**config.mk**
```make
export PLATFORM = sky130hd
export DESIGN_NAME = pil_level_ctrl
export DESIGN_NICKNAME = d
export VERILOG_FILES = /design/src/pil_pkg.sv /design/src/pil_prio_enc.sv /design/src/pil_level_ctrl.sv
export SDC_FILE = /design/constraint.sdc
export NUM_CORES = 1
export LEC_CHECK = 0
export BUFFER_PORTS_ARGS = -buffer_cell sky130_fd_sc_hd__buf_2
export CORE_MARGIN = 1.5
export CORE_UTILIZATION = 35
export CTS_BUF_LIST = sky130_fd_sc_hd__clkbuf_2 sky130_fd_sc_hd__clkbuf_4 sky130_fd_sc_hd__clkbuf_8
export DETAILED_ROUTE_END_ITERATION = 6
export GPL_TIMING_DRIVEN = 0
export MAX_ROUTING_LAYER = met4
export SLEW_MARGIN = 40
export SYNTH_ARGS = -nofsm -noshare
export SYNTH_HDL_FRONTEND = slang
export SYNTH_SLANG_ARGS = --single-unit
```
**constraint.sdc**
```tcl
create_clock -name mclk -period 3 [get_ports mclk]
set_input_delay 0.3 -clock mclk [delete_from_list [all_inputs] [get_ports mclk]]
set_output_delay 0.3 -clock mclk [all_outputs]
set_load 0.1 [all_outputs]
```
**src/pil_pkg.sv**
```systemverilog
// constants and types for the program level interrupt control block
package pil_pkg;

	// operation codes from the instruction sequencer
	localparam logic [2:0] OP_NONE  = 3'h0;
	localparam logic [2:0] OP_SET   = 3'h1;
	localparam logic [2:0] OP_CLEAR = 3'h2;
	localparam logic [2:0] OP_WRITE = 3'h3;
	localparam logic [2:0] OP_READ  = 3'h4;
	localparam logic [2:0] OP_WAIT  = 3'h5;
	localparam logic [2:0] OP_ION   = 3'h6;
	localparam logic [2:0] OP_IOF   = 3'h7;

	// register selects
	localparam logic [2:0] SEL_REQUEST = 3'h0;
	localparam logic [2:0] SEL_ENABLE  = 3'h1;
	localparam logic [2:0] SEL_SOURCE  = 3'h2;
	localparam logic [2:0] SEL_CAUSE   = 3'h3;
	localparam logic [2:0] SEL_PREV    = 3'h4;

	// masks and fixed levels
	localparam logic [15:0] EXT_REQ_MASK  = 16'hbc00;
	localparam logic [10:0] SRC_MASK      = 11'h7fe;
	localparam logic [3:0]  LVL_INTERNAL  = 4'he;
	localparam logic [3:0]  LVL_TOP       = 4'hf;
	localparam logic [3:0]  LVL_ZERO      = 4'h0;

	// source bit positions and the low bit of the previous level field in a read
	localparam int SRC_PROTECT  = 2;
	localparam int SRC_PAGE     = 3;
	localparam int SRC_NOADDR   = 9;
	localparam int SRC_POWER    = 10;
	localparam int PREV_LSB     = 3;

	// inter-register read code around the level field (arbitrary value)
	localparam logic [15:0] IRR_BASE = 16'h0000;

	// reset values
	localparam logic [15:0] RST_REQ    = 16'h0000;
	localparam logic [15:0] RST_ENA    = 16'h0000;
	localparam logic [10:0] RST_SRC    = 11'h000;
	localparam logic [3:0]  RST_CAUSE  = 4'h0;
	localparam logic [3:0]  RST_LEVEL  = 4'h0;

	// context switch time
	localparam int SWITCH_NS = 1000;
	localparam int CLK_NS    = 25;
	localparam logic [5:0] SWITCH_CYC =
		6'((SWITCH_NS + CLK_NS - 1) / CLK_NS);

	typedef enum logic [1:0] {
		ST_RUN    = 2'b01,
		ST_SWITCH = 2'b10
	} pil_state_t;

endpackage : pil_pkg

```
**src/pil_prio_enc.sv**
```systemverilog
// highest set bit finder
`timescale 1ns/1ps
module pil_prio_enc #(
	parameter int W = 16
) (
	// request vector
	input  wire logic [W-1:0] vec,
	// result
	output logic              any,
	output logic [3:0]        idx
);
	always_comb begin
		any = 1'b0;
		idx = 4'h0;
		for (int i = 0; i < W; i++) begin
			if (vec[i]) begin
				any = 1'b1;
				idx = 4'(i);
			end
		end
	end
endmodule : pil_prio_enc

```
**src/pil_level_ctrl.sv**
```systemverilog
// program level selection, request and internal cause logic
`timescale 1ns/1ps
module pil_level_ctrl
	import pil_pkg::*;
(
	// clock and reset
	input  wire logic        mclk,
	input  wire logic        rst_b,
	// sequencer operations
	input  wire logic        op_valid,
	input  wire logic [2:0]  op_code,
	input  wire logic [2:0]  op_sel,
	input  wire logic [15:0] acc_in,
	input  wire logic        instr_boundary,
	// request sources
	input  wire logic [15:0] ext_req,
	input  wire logic [10:0] src_event,
	input  wire logic        fetch_phase,
	// results
	output logic [15:0]      rd_data,
	output logic             rd_valid,
	output logic [3:0]       current_level,
	output logic [3:0]       previous_level,
	output logic             ctx_switch,
	output logic             switch_busy,
	output logic             interrupts_on,
	output logic             pc_hold,
	output logic             fetch_fault_flag
);

	////////////////////////////////////////////////////////////////////
	// state

	typedef struct packed {
		logic [15:0] req;
		logic [15:0] ena;
		logic [10:0] src_en;
		logic [3:0]  cause;
		logic [3:0]  prev;
		logic [3:0]  cur;
		logic        interrupts_on_op;
		logic [15:0] rd_data;
		logic        rd_valid;
		logic        switched;
		logic        pc_hold;
		logic        fetch_flag;
		pil_state_t  st;
		logic [5:0]  cnt;
	} pil_regs_t;

	pil_regs_t   state_reg;
	pil_regs_t   state_next;

	logic        lvl_any;
	logic [3:0]  lvl_idx;
	logic        src_any;
	logic [3:0]  src_idx;
	logic [10:0] src_hit;
	logic [3:0]  target;
	logic        do_switch;

	////////////////////////////////////////////////////////////////////
	// priority encoders

	pil_prio_enc #(.W(16)) u_level_enc (
		.vec (state_reg.ena & state_reg.req),
		.any (lvl_any),
		.idx (lvl_idx)
	);

	// power fail is the top bit, so highest-bit wins gives it priority
	assign src_hit = src_event & state_reg.src_en & SRC_MASK;

	pil_prio_enc #(.W(11)) u_source_enc (
		.vec (src_hit),
		.any (src_any),
		.idx (src_idx)
	);

	// nothing active selects level zero
	assign target = lvl_any ? lvl_idx : LVL_ZERO;

	// change only between instructions, with interrupts on
	assign do_switch = (state_reg.st == ST_RUN) && state_reg.interrupts_on_op &&
		instr_boundary && !op_valid &&
		(target != state_reg.cur);

	////////////////////////////////////////////////////////////////////
	// next state

	always_comb begin
		state_next          = state_reg;
		state_next.rd_valid = 1'b0;
		state_next.switched = 1'b0;
		state_next.pc_hold  = 1'b0;
		state_next.fetch_flag = 1'b0;

		// ops ignored during the context switch sequence
		if (op_valid && state_reg.st == ST_RUN) begin
			case (op_code)
			OP_SET: begin
				case (op_sel)
				SEL_REQUEST: state_next.req = state_reg.req | acc_in;
				SEL_ENABLE:  state_next.ena = state_reg.ena | acc_in;
				default: ;
				endcase
			end
			OP_CLEAR: begin
				case (op_sel)
				SEL_REQUEST: state_next.req = state_reg.req & ~acc_in;
				SEL_ENABLE:  state_next.ena = state_reg.ena & ~acc_in;
				default: ;
				endcase
			end
			OP_WRITE: begin
				case (op_sel)
				SEL_REQUEST: state_next.req = acc_in;
				SEL_ENABLE:  state_next.ena = acc_in;
				SEL_SOURCE:  state_next.src_en = acc_in[10:0];
				default: ;
				endcase
			end
			OP_READ: begin
				state_next.rd_valid = 1'b1;
				case (op_sel)
				SEL_REQUEST: state_next.rd_data = state_reg.req;
				SEL_ENABLE:  state_next.rd_data = state_reg.ena;
				SEL_CAUSE: begin
					state_next.rd_data = {12'h000, state_reg.cause};
					state_next.cause   = RST_CAUSE;
				end
				SEL_PREV: begin
					state_next.rd_data = IRR_BASE |
						(16'(state_reg.prev) << PREV_LSB);
				end
				default: state_next.rd_data = 16'h0000;
				endcase
			end
			OP_WAIT: state_next.req[state_reg.cur] = 1'b0;
			OP_ION:  state_next.interrupts_on_op = 1'b1;
			OP_IOF:  state_next.interrupts_on_op = 1'b0;
			default: ;
			endcase
		end

		// hardware sets come last so they win over a same-cycle clear
		state_next.req = state_next.req | (ext_req & EXT_REQ_MASK);

		if (src_any) begin
			state_next.cause = src_idx;
			state_next.req[LVL_INTERNAL] = 1'b1;
			// fetch-time faults leave the program counter unadvanced
			state_next.pc_hold = fetch_phase &&
				(src_idx == 4'(SRC_NOADDR) ||
				 src_idx == 4'(SRC_PAGE) ||
				 src_idx == 4'(SRC_PROTECT));
			state_next.fetch_flag = fetch_phase &&
				(src_idx == 4'(SRC_PAGE) ||
				 src_idx == 4'(SRC_PROTECT));
		end

		case (state_reg.st)
		ST_RUN: begin
			if (do_switch) begin
				state_next.cur      = target;
				state_next.switched = 1'b1;
				state_next.st       = ST_SWITCH;
				state_next.cnt      = 6'h01;
				if (target == LVL_INTERNAL && state_reg.cur < LVL_INTERNAL)
					state_next.prev = state_reg.cur;
			end
		end
		ST_SWITCH: begin
			// the new register set is ready after the full switch time
			if (state_reg.cnt >= SWITCH_CYC) begin
				state_next.st  = ST_RUN;
				state_next.cnt = 6'h00;
			end else begin
				state_next.cnt = state_reg.cnt + 6'h01;
			end
		end
		default: begin
			state_next.st  = ST_RUN;
			state_next.cnt = 6'h00;
		end
		endcase
	end

	////////////////////////////////////////////////////////////////////
	// registers

	always_ff @(posedge mclk or negedge rst_b) begin
		if (!rst_b) begin
			state_reg.req        <= RST_REQ;
			state_reg.ena        <= RST_ENA;
			state_reg.src_en     <= RST_SRC;
			state_reg.cause      <= RST_CAUSE;
			state_reg.prev       <= RST_LEVEL;
			state_reg.cur        <= RST_LEVEL;
			state_reg.interrupts_on_op        <= 1'b0;
			state_reg.rd_data    <= 16'h0000;
			state_reg.rd_valid   <= 1'b0;
			state_reg.switched   <= 1'b0;
			state_reg.pc_hold    <= 1'b0;
			state_reg.fetch_flag <= 1'b0;
			state_reg.st         <= ST_RUN;
			state_reg.cnt        <= 6'h00;
		end else begin
			state_reg <= state_next;
		end
	end

	assign rd_data          = state_reg.rd_data;
	assign rd_valid         = state_reg.rd_valid;
	assign current_level    = state_reg.cur;
	assign previous_level   = state_reg.prev;
	assign ctx_switch       = state_reg.switched;
	assign switch_busy      = state_reg.st[1];
	assign interrupts_on    = state_reg.interrupts_on_op;
	assign pc_hold          = state_reg.pc_hold;
	assign fetch_fault_flag = state_reg.fetch_flag;

	logic op_run;
	assign op_run = op_valid && state_reg.st == ST_RUN;
endmodule : pil_level_ctrl

```
Yosys cells after proc, flatten, opt, wreduce, memory -nomap -nowiden
Index checks and enable logic that the tools add are counted.
- register bits: 84
- word-level logic and storage cells: 159
- input port bits: 54
- output and inout bits: 30
- mux-type cells: 80
- add/subtract/negate cells: 1
- bitwise operators: 10
- order comparisons: 4
- equality and inequality tests: 23
- reduce and logical (&&, ||, !) cells: 27
- operators with widths (cell ; number):
    one-hot mux 16 bit (4 select lines) ; 2
    2-to-1 mux 16 bit ; 6
    bitwise AND 16 bit ; 4
    2-to-1 mux 4 bit ; 15
    OR 16 bit ; 3
    one-hot mux 16 bit (3 select lines) ; 1
    2-to-1 mux 47 bit ; 1
    2-to-1 mux 1 bit ; 34
    NOT 16 bit ; 2
    2-to-1 mux 3 bit ; 8
    2-to-1 mux 11 bit ; 2
    one-hot mux 8 bit (2 select lines) ; 1
    equality test 3 bit, second input constant ; 5
    equality test 3 x 2 -> 1 bit, second input constant ; 4
    2-to-1 mux 2 bit ; 6
    bitwise AND 11 bit ; 1
    logical AND 1 bit ; 9
    AND reduction 3 bit ; 3
    equality test 4 x 2 -> 1 bit, second input constant ; 2
    equality test 4 bit, second input constant ; 2
    2-to-1 mux 8 bit ; 1
    AND reduction 2 bit ; 4
    nonzero test 2 bit ; 4
    adder 6 x 1 -> 6 bit, second input constant ; 1
    18 further kinds ; 24

Logic depth before layout (Yosys ltp)
Gate-level depths: netlist of the first run.
- depth in word-level cells: 22
- depth in mapped cells: 11
- mapped depth without buffers: 9

Cells and area by module
Synthesis of the first run repeated with hierarchy kept, for this count alone.
- cells, all modules: 486
- area, all modules: 4758.3 um^2
- modules (own cells, without submodules) (module ; cells an instance ; times used ; sequential area each (um^2) ; area each (um^2)):
    pil_level_ctrl ; 439 ; 1 ; 2078.2 ; 4495.6
    pil_prio_enc (u_level_enc) ; 29 ; 1 ; 0.0 ; 161.4
    pil_prio_enc (u_source_enc) ; 18 ; 1 ; 0.0 ; 101.3

Least setup slack after synthesis of the first run
OpenSTA, ideal clock, no wires.
- path type: register -> register
- from: register state_reg, in the netlist switch_busy
- to: register state_reg[57] (netlist bit)
- slack: 0.439 ns
- cell stages (with the launch flop): 10
- period minus slack after synthesis: 2.561 ns
- arrival: 2.440 ns
- data required time: 2.879 ns
- buffers on the path: 2
- library setup time: 0.121 ns
- path through: dfrtp_1 > inv_1 > ha_1 > nand2_1 > nor2_1 > and3_1 > and2_1 > clkbuf_1 > clkbuf_1 > a22o_1
- cells in the longest elaborated chain, start to end: 3
- ends and longest elaborated chain (element ; RTL line ; RTL):
    from (decl) ; pil_level_ctrl.sv:51 ; pil_regs_t state_reg;
    from (signal assigned) ; pil_level_ctrl.sv:209 ; state_reg <= state_next;
    equality test 2 x 1 -> 1 bit ; pil_level_ctrl.sv:99 ; if (op_valid && state_reg.st == ST_RUN) begin
    logical AND 1 bit ; n/a ;
    AND reduction 5 bit (no source line) ; n/a ;
Every way passes these cells.
A chain may end at the register's enable or synchronous reset.

Worst setup path in the final report of the first run
- from: register state_reg[6] (netlist bit)
- to: register state_reg[52] (netlist bit)
The elaborated chain is that of the path after synthesis.

==> results of run 1 <==
-- synth_stat cells, drive strengths merged, types with 3 or more instances --
master and instances:
a211oi 4, mux2i 17, nor3b 3, a32o 3, buf 33, o31ai 10, a21o 5, o22a 3
o221ai 11, nand2 49, and2 12, o21ai 41, nor2 27, ha 5, nor3 10, nand3 8
inv 8, a22o 35, clkbuf 18, mux2 12, a21oi 12, nand4b 3, dfrtp 82, nor2b 6
a22oi 12, nand2b 6, a221o 7, a31oi 6
-- layout make-up --
type	count	area, sq um
plain buffers	51	294
clock buffers	10	138
clock inverters	6	96.3
fillers	1291	7610
inverters	8	30.0
multi-input cells	336	2280
flip-flops and latches	83	2080
well taps	176	220
repair buffers	71	389
-- kinds of logic (layout without fill, tap and decap cells) --
logic type                 count (synthesis)  after routing  share of synthesized area (%)
muxes                                     29             29                           6.52
xor gates and xnor gates                   3              3                          0.562
DFF                                       83             83                           44.4
adders and majority gates                  5              5                           1.34
buffers and inverters                     59            146                           6.90
AOI/OAI and AO/OA                        165            165                           26.5
and+or+nand+nor                          134            134                           13.8
-- power groups by stage --
stage	Sequential (W)	Combinational (W)	Clock, W
CTS	0.00165	0.00231	0.000960
floorplan	0.00171	0.00176	0
finish	0.00166	0.00230	0.000944
detailed placement	0.00167	0.00230	0
global route	0.00169	0.00246	0.00101
global placement	0.00166	0.00226	0
-- layout by cell type, fill, tap and decap left out, types with 2 or more instances in the layout --
cell type / netlist / layout
a211oi_1: 4 / 4
a21o_1: 5 / 5
a21oi_1: 11 / 11
a221o_1: 7 / 7
a22o_1: 34 / 34
a22oi_1: 12 / 12
a31oi_1: 6 / 6
a32o_1: 3 / 3
and2_1: 11 / 11
and3_1: 2 / 2
buf_1: 5 / 4
buf_2: 3 / 71
buf_4: 24 / 24
buf_6: 1 / 2
bufinv_16: 0 / 2
clkbuf_1: 18 / 18
clkbuf_8: 0 / 10
dfrtp_1: 82 / 82
ha_1: 5 / 5
inv_1: 8 / 8
mux2_2: 11 / 11
mux2i_1: 17 / 17
nand2_1: 49 / 49
nand2b_1: 6 / 6
nand3_1: 8 / 8
nand4_1: 2 / 2
nand4b_1: 3 / 3
nor2_1: 27 / 27
nor2b_1: 6 / 6
nor3_1: 10 / 10
nor3b_1: 3 / 3
o21ai_0: 41 / 41
o221ai_1: 11 / 11
o22a_1: 3 / 3
o31ai_1: 9 / 9
o41ai_1: 2 / 2
or2_2: 2 / 2
or3b_2: 2 / 2
xnor2_1: 2 / 2
-- metrics by stage --
stage	instance area (sq um)	hold slack, ps
finish	5520	142
detailed placement	5280	212
floorplan	4680	4.41
global route	5520	148
CTS	5520	129
global placement	5250	463
-- worst min-delay path by stage --
stage                                       start                         to  slack, ps
final                                 ext_req[11]    state_reg[79]$_DFF_PN0_        140
after global routing                  ext_req[10]    state_reg[78]$_DFF_PN0_        150
after CTS                             ext_req[11]    state_reg[79]$_DFF_PN0_        130
after detailed placement                    rst_b  state_reg[49]$_DFFE_PN0P_        210
after global placement    rd_data[12]$_DFFE_PN0P_    rd_data[12]$_DFFE_PN0P_        460
after floorplan                             rst_b       ctx_switch$_DFF_PN0_          4
-- timing repair --
item | in CTS | in global routing
hold buffers | 1 | 0
endpoints found under the hold margin | 33 | 0
buffers inserted | 0 | 0
setup endpoints to repair | 0 | 0
-- routing by layer --
metal / vias up / routed length (um) / part of all wire (%) / GRT usage, %
li1: 1935 / - / - / -
met5: - / 0 / 0 / -
met2: 130 / 6290 / 48 / 31.1
met3: 24 / 631 / 4.8 / 2.46
met1: 2029 / 5910 / 45 / 25.6
met4: 0 / 320 / 2.4 / 8.28
==> results summary, run 1 <==
The run finished with clean final reports. The number of rows in the core area is 42. The number of hold violations in the final report was 0. The number of gates resized after CTS was 0.

For this block, the initial DRC count from the detailed router was 270. The fraction of post-synthesis cell area in the top cell type by area is 43.9%. The overall die area came out at approximately 14000 sq um. The prevailing post-synth register cell is dfrtp_1. Setup repair after global routing left no endpoint under its margin. In this run the power spent charging and discharging nets is ~0.0023 W. The largest fanout of any net on the critical path came out at 10. The number of top-level pins came out at 84. The clock share of power came out at between 10% and 20%. Data arrives at the worst endpoint at approximately 3000 ps. After synthesis, flip-flops and latches occupy between 40% and 50% of the total area. The synthesized design contains 83 register bits. For the pin with the worst max-slew slack, the measured transition is ~660 ps. The post-detailed-placement half-perimeter wirelength came out at around 10000 um. Max-cap violations in this run came to 0. In this run the critical register-to-register path is captured at state_reg[52]$_DFFE_PN0P_. The die is around 120 um tall.

The setup slack on the worst flop-to-flop path came out at between 200 and 300 ps. The maximum level of the CTS H-tree came out at 3. The placer congestion estimate is just over 0.9. The slowest stage cell on the critical path is dfstp_2. The final number of max-transition violations is 0. The later pin in the worst-skew pair is clocked with a latency of 370 ps.

Summing over every cut layer, the via total after detailed routing is about 4000. The maximum clock insertion buffer count is 2. By area the synthesized netlist is led by dfrtp_1 44%, a22o_1 6.4%, o21ai_0 4.4%.

The sum of routed wire length over all layers came out at approximately 13000 um. Before antenna repair, the detailed router went through 5 iterations. The count of yosys warnings during synthesis came out at 0. Global routing used between 15 and 20% of the available tracks. The post-route worst setup slack is around 260 ps. The clock edge transition at the registers on the reported setup and hold paths came out at around 100 ps. The switching share of power is a little under half. The total grt overflow came out at 0. The post-detailed-route count of antenna-violating nets is 0. Of all flip-flops after synthesis, the portion carrying an async set or reset was 100%.

The maximum ir drop on the vdd rail is 0.348 mV. The path class of the tightest hold or removal check is in -> reg. Entering global routing, the biggest net connects 51 pins. The distinct cell type count after synthesis is 60. The signal on the critical path passes through ha_1, nand2_1, nor2_1, and3_1, and2_1, clkbuf_1, buf_1, o21ai_0, o21ai_0, nor2_1. The portion of total power attributed to sequential cells came out at 33.8%. The fraction of the core area covered by cells at the end of the flow came out at between 40% and 50%. The data required time of the critical path came out at about 3300 ps. The number of cells on the worst reg-to-reg path is 10.

The clock skew is between 10 and 15 ps. STA classifies the critical path endpoint as a flip-flop. The synthesized area came out at 4680 sq um. The region available for standard cell placement spans between 10000 and 15000 sq um. The number of antenna cells inserted came out at 0. The number of buffers inserted during clock tree synthesis came out at 9. The post-synthesis cell count is between 400 and 500. The power density over the cells is roughly 890 nW/um^2.

The critical path endpoint is state_reg[52]$_DFFE_PN0P_. In this run the tightest slew margin relative to its limit is a little under three fifths. The area growth from synthesis to layout is 18.0%. The cell internal power dissipation came out at approximately 0.0026 W. Counting both buffers and inverters, the worst setup path holds a total of 2.

Of the total power, combinational logic draws approximately 47%. Port buffering added 69 buffers. The worst stage delay on the critical path came out at between 500 and 600 ps. The synthesized design contains 0 enable-type register cells.

The finished layout holds approximately 740 standard cells, fillers aside. The flip-flop count of the largest register, all copies and words added is between 50 and 60. The post-synthesis cell type with the largest combined area is dfrtp_1. The die span in x is around 120 um.

The worst hold path depth came out at 2. The final cycle utilization of the critical path came out at about nine tenths. The fraction of final layout cells sized beyond drive strength 1 is about a quarter. The number of clock sinks seen by CTS came out at between 80 and 90. The post-layout net count is between 600 and 700. TritonCTS built the clock tree. The setup slack after placement is between 300 and 400 ps. The number of antenna violations at the first check in global routing is 0. The first-pass GRT wire length came out at ~21000 um. The cell chosen for the clock root is clkbuf_8. The critical path starts at state_reg[6]$_DFFE_PN1P_. The per-cell routed wire length came out at 17.7 um. The setup TNS after final layout is 0 ps.

The residual DRC count came out at 0. The number of setup violations in the final report is 0. Broken down by cell family, the worst path's largest delay share belongs to buffers and inverters.

The number of cells in the design after placement came out at about 720. In this run the critical register-to-register path is launched from state_reg[6]$_DFFE_PN1P_. The number of global-route vias before repair is roughly 4000.

The average via count per standard cell is approximately 5.6. The clock period minus final worst setup slack came out at between 2000 and 3000 ps. The critical path runs through a total of 10 cells. The number of nets in the synthesized netlist is between 500 and 600. The critical path in this run is classified as reg -> reg. The synthesized area per cell is approximately 9.8 sq um.

The total design power is between 0.004 and 0.005 W. STA classifies the critical path startpoint as a flip-flop. The starting density of the core came out at 35.6%. The analysis attributes to cell leakage a power of 2.54 nW. The achievable frequency came out at 0.364 GHz.
Power figures use the tool's default switching activity.
==> run 2: changes to the inputs <==
--- a/config.mk
+++ b/config.mk
@@ -12,6 +12,7 @@
 export DETAILED_ROUTE_END_ITERATION = 6
 export GPL_TIMING_DRIVEN = 0
 export MAX_ROUTING_LAYER = met4
+export RECOVER_POWER = 100
 export SLEW_MARGIN = 40
 export SYNTH_ARGS = -nofsm -noshare
 export SYNTH_HDL_FRONTEND = slang
==> run 2 against run 1 <==
  * The flow now finishes with violations (capacitance limit, slew limit)
  * Wire length is 0.51% higher
  * Utilization is 0.50 points lower
  * Power is 0.99% lower
  * Critical endpoint is now previous_level[2]$_DFFE_PN0P_
  * Highest routed layer unchanged
==> results summary, run 2 (synthesis results as in run 1) <==
Setup repair after global routing left no endpoint under its margin. On the critical path, the stage with the largest delay is an instance of o31ai_4. The class of the tightest hold or removal check is in -> reg. The congestion estimate from routability-driven global placement came to about 0.93. Leaving out fill and tap cells, the most frequent cell in the layout is dfrtp_1. The fraction of the core area covered by cells at the end of the flow is 41.5%. The overall die area is between 10000 and 15000 sq um. 0 antenna diodes ended up in the layout. The per-cell routed wire length came out at about 18 um. The transition time at the pin with the least slew margin came out at 1950 ps. The worst pin sits at a relative slew slack of -29.8%. The final non-filler cell area is 5460 sq um. The first-pass GRT wire length is ~21000 um. The post-detailed-placement half-perimeter wirelength is roughly 10000 um. The number of setup violations in the final report is 0. The worst setup path startpoint is state_reg[57]$_DFFE_PN0P_. The total via count after detailed routing came out at ~4100. The sum of routed wire length over all layers came out at between 10000 and 15000 um. STA puts the critical path data arrival time at between 3000 and 4000 ps. The post-detailed-route count of antenna-violating nets came out at 0. The die boundary height came out at about 120 um.

The number of hold violations in the final report came out at 0. Measured along the x axis, the die boundary spans around 120 um. The most used cell along the critical path is a211oi_1. The register with the most flip-flops in the layout has 53 of them. The fraction of final layout cells sized beyond drive strength 1 came out at between 10% and 20%. In the layout the commonest cells are 82 x dfrtp_1, 51 x clkbuf_1, 49 x nand2_1, 41 x o21ai_0, 41 x buf_2. The number of buffer and inverter instances along the worst setup path came out at 1.

The number of global-route vias before repair was around 4000. In this design, the stage delay of the slowest critical-path cell is a little under 500 ps. Once the floorplan was initialized, standard cells occupied 35.6% of the core. The startpoint identified for the worst register-to-register timing path is state_reg[57]$_DFFE_PN0P_.

STA classifies the critical path endpoint as a flip-flop. The clock period minus final worst setup slack is around 2800 ps. At the worst endpoint, the required time is about 3300 ps.

The number of max-cap violations came out at 1. Derived from the worst setup path, the maximum achievable clock frequency is 0.360 GHz. TritonCTS created 9 clock buffers.

The reported leakage power came out at 2.40 nW. Global routing consumed, over all layers together, 19.7% of the routing resources. The residual DRC count came out at 0. The run finished, with violations left. Walking the worst path, the cells encountered are and2_0, a311o_1, a211oi_1, o211ai_1, o31ai_4, clkbuf_2, a211oi_1, o22a_1. The total grt overflow is 0. The maximum ir drop on the vdd rail is 0.334 mV. The total placed instance area came out at between 5000 and 6000 sq um. The maximum level of the CTS H-tree is 3.

The number of antenna violations at the first check in global routing is 0. The final cycle utilization of the critical path is 92.7%. Clock-pin slew was measured on the worst setup and hold paths at 100 ps. The largest fanout of any net on the critical path is 10. By startpoint and endpoint, the worst setup path is classified as reg -> reg. The number of iterations in the first detailed-routing pass came out at 5.

During I/O placement, the number of pins put on the boundary was 84. The number of I/O port buffers is between 60 and 70. For this design, the sink count on the clock tree is between 80 and 90. The maximum clock insertion buffer count came out at 2.

For this run, the post-layout net count is 619. The floorplan core area came out at around 13000 sq um. The worst hold slack is 142 ps. The total of hold buffers inserted after clock tree synthesis is 1.

The average via count per standard cell came out at roughly 5.5. The worst hold path startpoint is ext_req[11]. The final-layout fill cell count came out at about 1300. The setup TNS after final layout came out at 0 ps. The tree is rooted in a clkbuf_8. The floorplan has 42 rows.

The detailed router finished its first iteration with 241 violations. The clock skew came out at about 14 ps. The clock reaches the later pin of the worst-skew pair after 370 ps. The number of gates resized after cts came out at 0. The power density over the cells is 889 nW/um^2. The startpoint kind of the worst setup timing path is a flip-flop.

The final number of max-transition violations is 34. Compared with the post-synthesis result, the final layout area differs by 16.6%. The clock tree from TritonCTS is yes.

The largest net degree at the start of global routing came out at between 50 and 60. The total setup buffers inserted after CTS is 0. The total design power is between 0.004 and 0.005 W. The final reports fail on capacitance limit, slew limit. Among cell families on the critical path, the largest total delay comes from compound AO/OA/AOI/OAI gates.
==> run 2: cell types whose count changed in the layout (fill, tap and decap cells not counted), sizes merged <==
| cell | before | now |
|---|---|---|
| buf | 102 | 68 |
| clkbuf | 29 | 63 |
==> run 2: path summary, 6_finish.rpt <==
kind                                                 end  slack [ps]  cells past startpoint
setup / recovery           previous_level[2]$_DFFE_PN0P_         220                      8
hold / removal                   state_reg[79]$_DFF_PN0_         140                      2
setup reg to reg           previous_level[2]$_DFFE_PN0P_         220                      8
hold reg to reg                   rd_data[3]$_DFFE_PN0P_         490                      2
max in group asynchronous      state_reg[52]$_DFFE_PN0P_         860                      2
min in group asynchronous     fetch_fault_flag$_DFF_PN0_        1010                      2
==> run 2: where the power goes <==
part	total [W]	internal, W	switching [W]
clock	0.000944	0.000502	0.000442
combinational	0.00225	0.000663	0.00159
sequential	0.00166	0.00139	0.000261
total	0.00485	0.00256	0.00229
==> run 2: area by class of cell <==
type / instances / area [sq um] / share of cell area, %
multi-input combinational: 336 / 2260 / 41.5
sequential: 83 / 2080 / 38.1
timing repair buffer: 71 / 344 / 6.30
buffer: 51 / 288 / 5.27
tap: 176 / 220 / 4.03
clock buffer: 10 / 138 / 2.52
clock inverter: 6 / 96.3 / 1.77
inverter: 8 / 30.0 / 0.550
==> run 2: metal layers <==
metal,wire (um),share of wire (%),global-route usage (%)
met4,344,2.6,8.28
met3,596,4.5,2.46
met5,0,0,-
met1,6070,46,25.6
met2,6210,47,31.1
==> run 2: worst reg2reg max path: stages (launching register included) <==
cell and delay [ps]:
dfrtp_1 420, and2_0 190, a311o_1 330, a211oi_1 400, o211ai_1 230, o31ai_4 490, clkbuf_2 320, a211oi_1 80
o22a_1 190
==> run 2: metrics by stage <==
| stage | worst slack, ps | instances |
|---|---|---|
| 6_report | 218 | 741 |
| 5_1_grt | 41.3 | 741 |
| 4_1_cts | 296 | 741 |
| 3_5_place_dp | 316 | 724 |
| 3_3_place_gp | 389 | 723 |
| 2_1_floorplan | 439 | 478 |
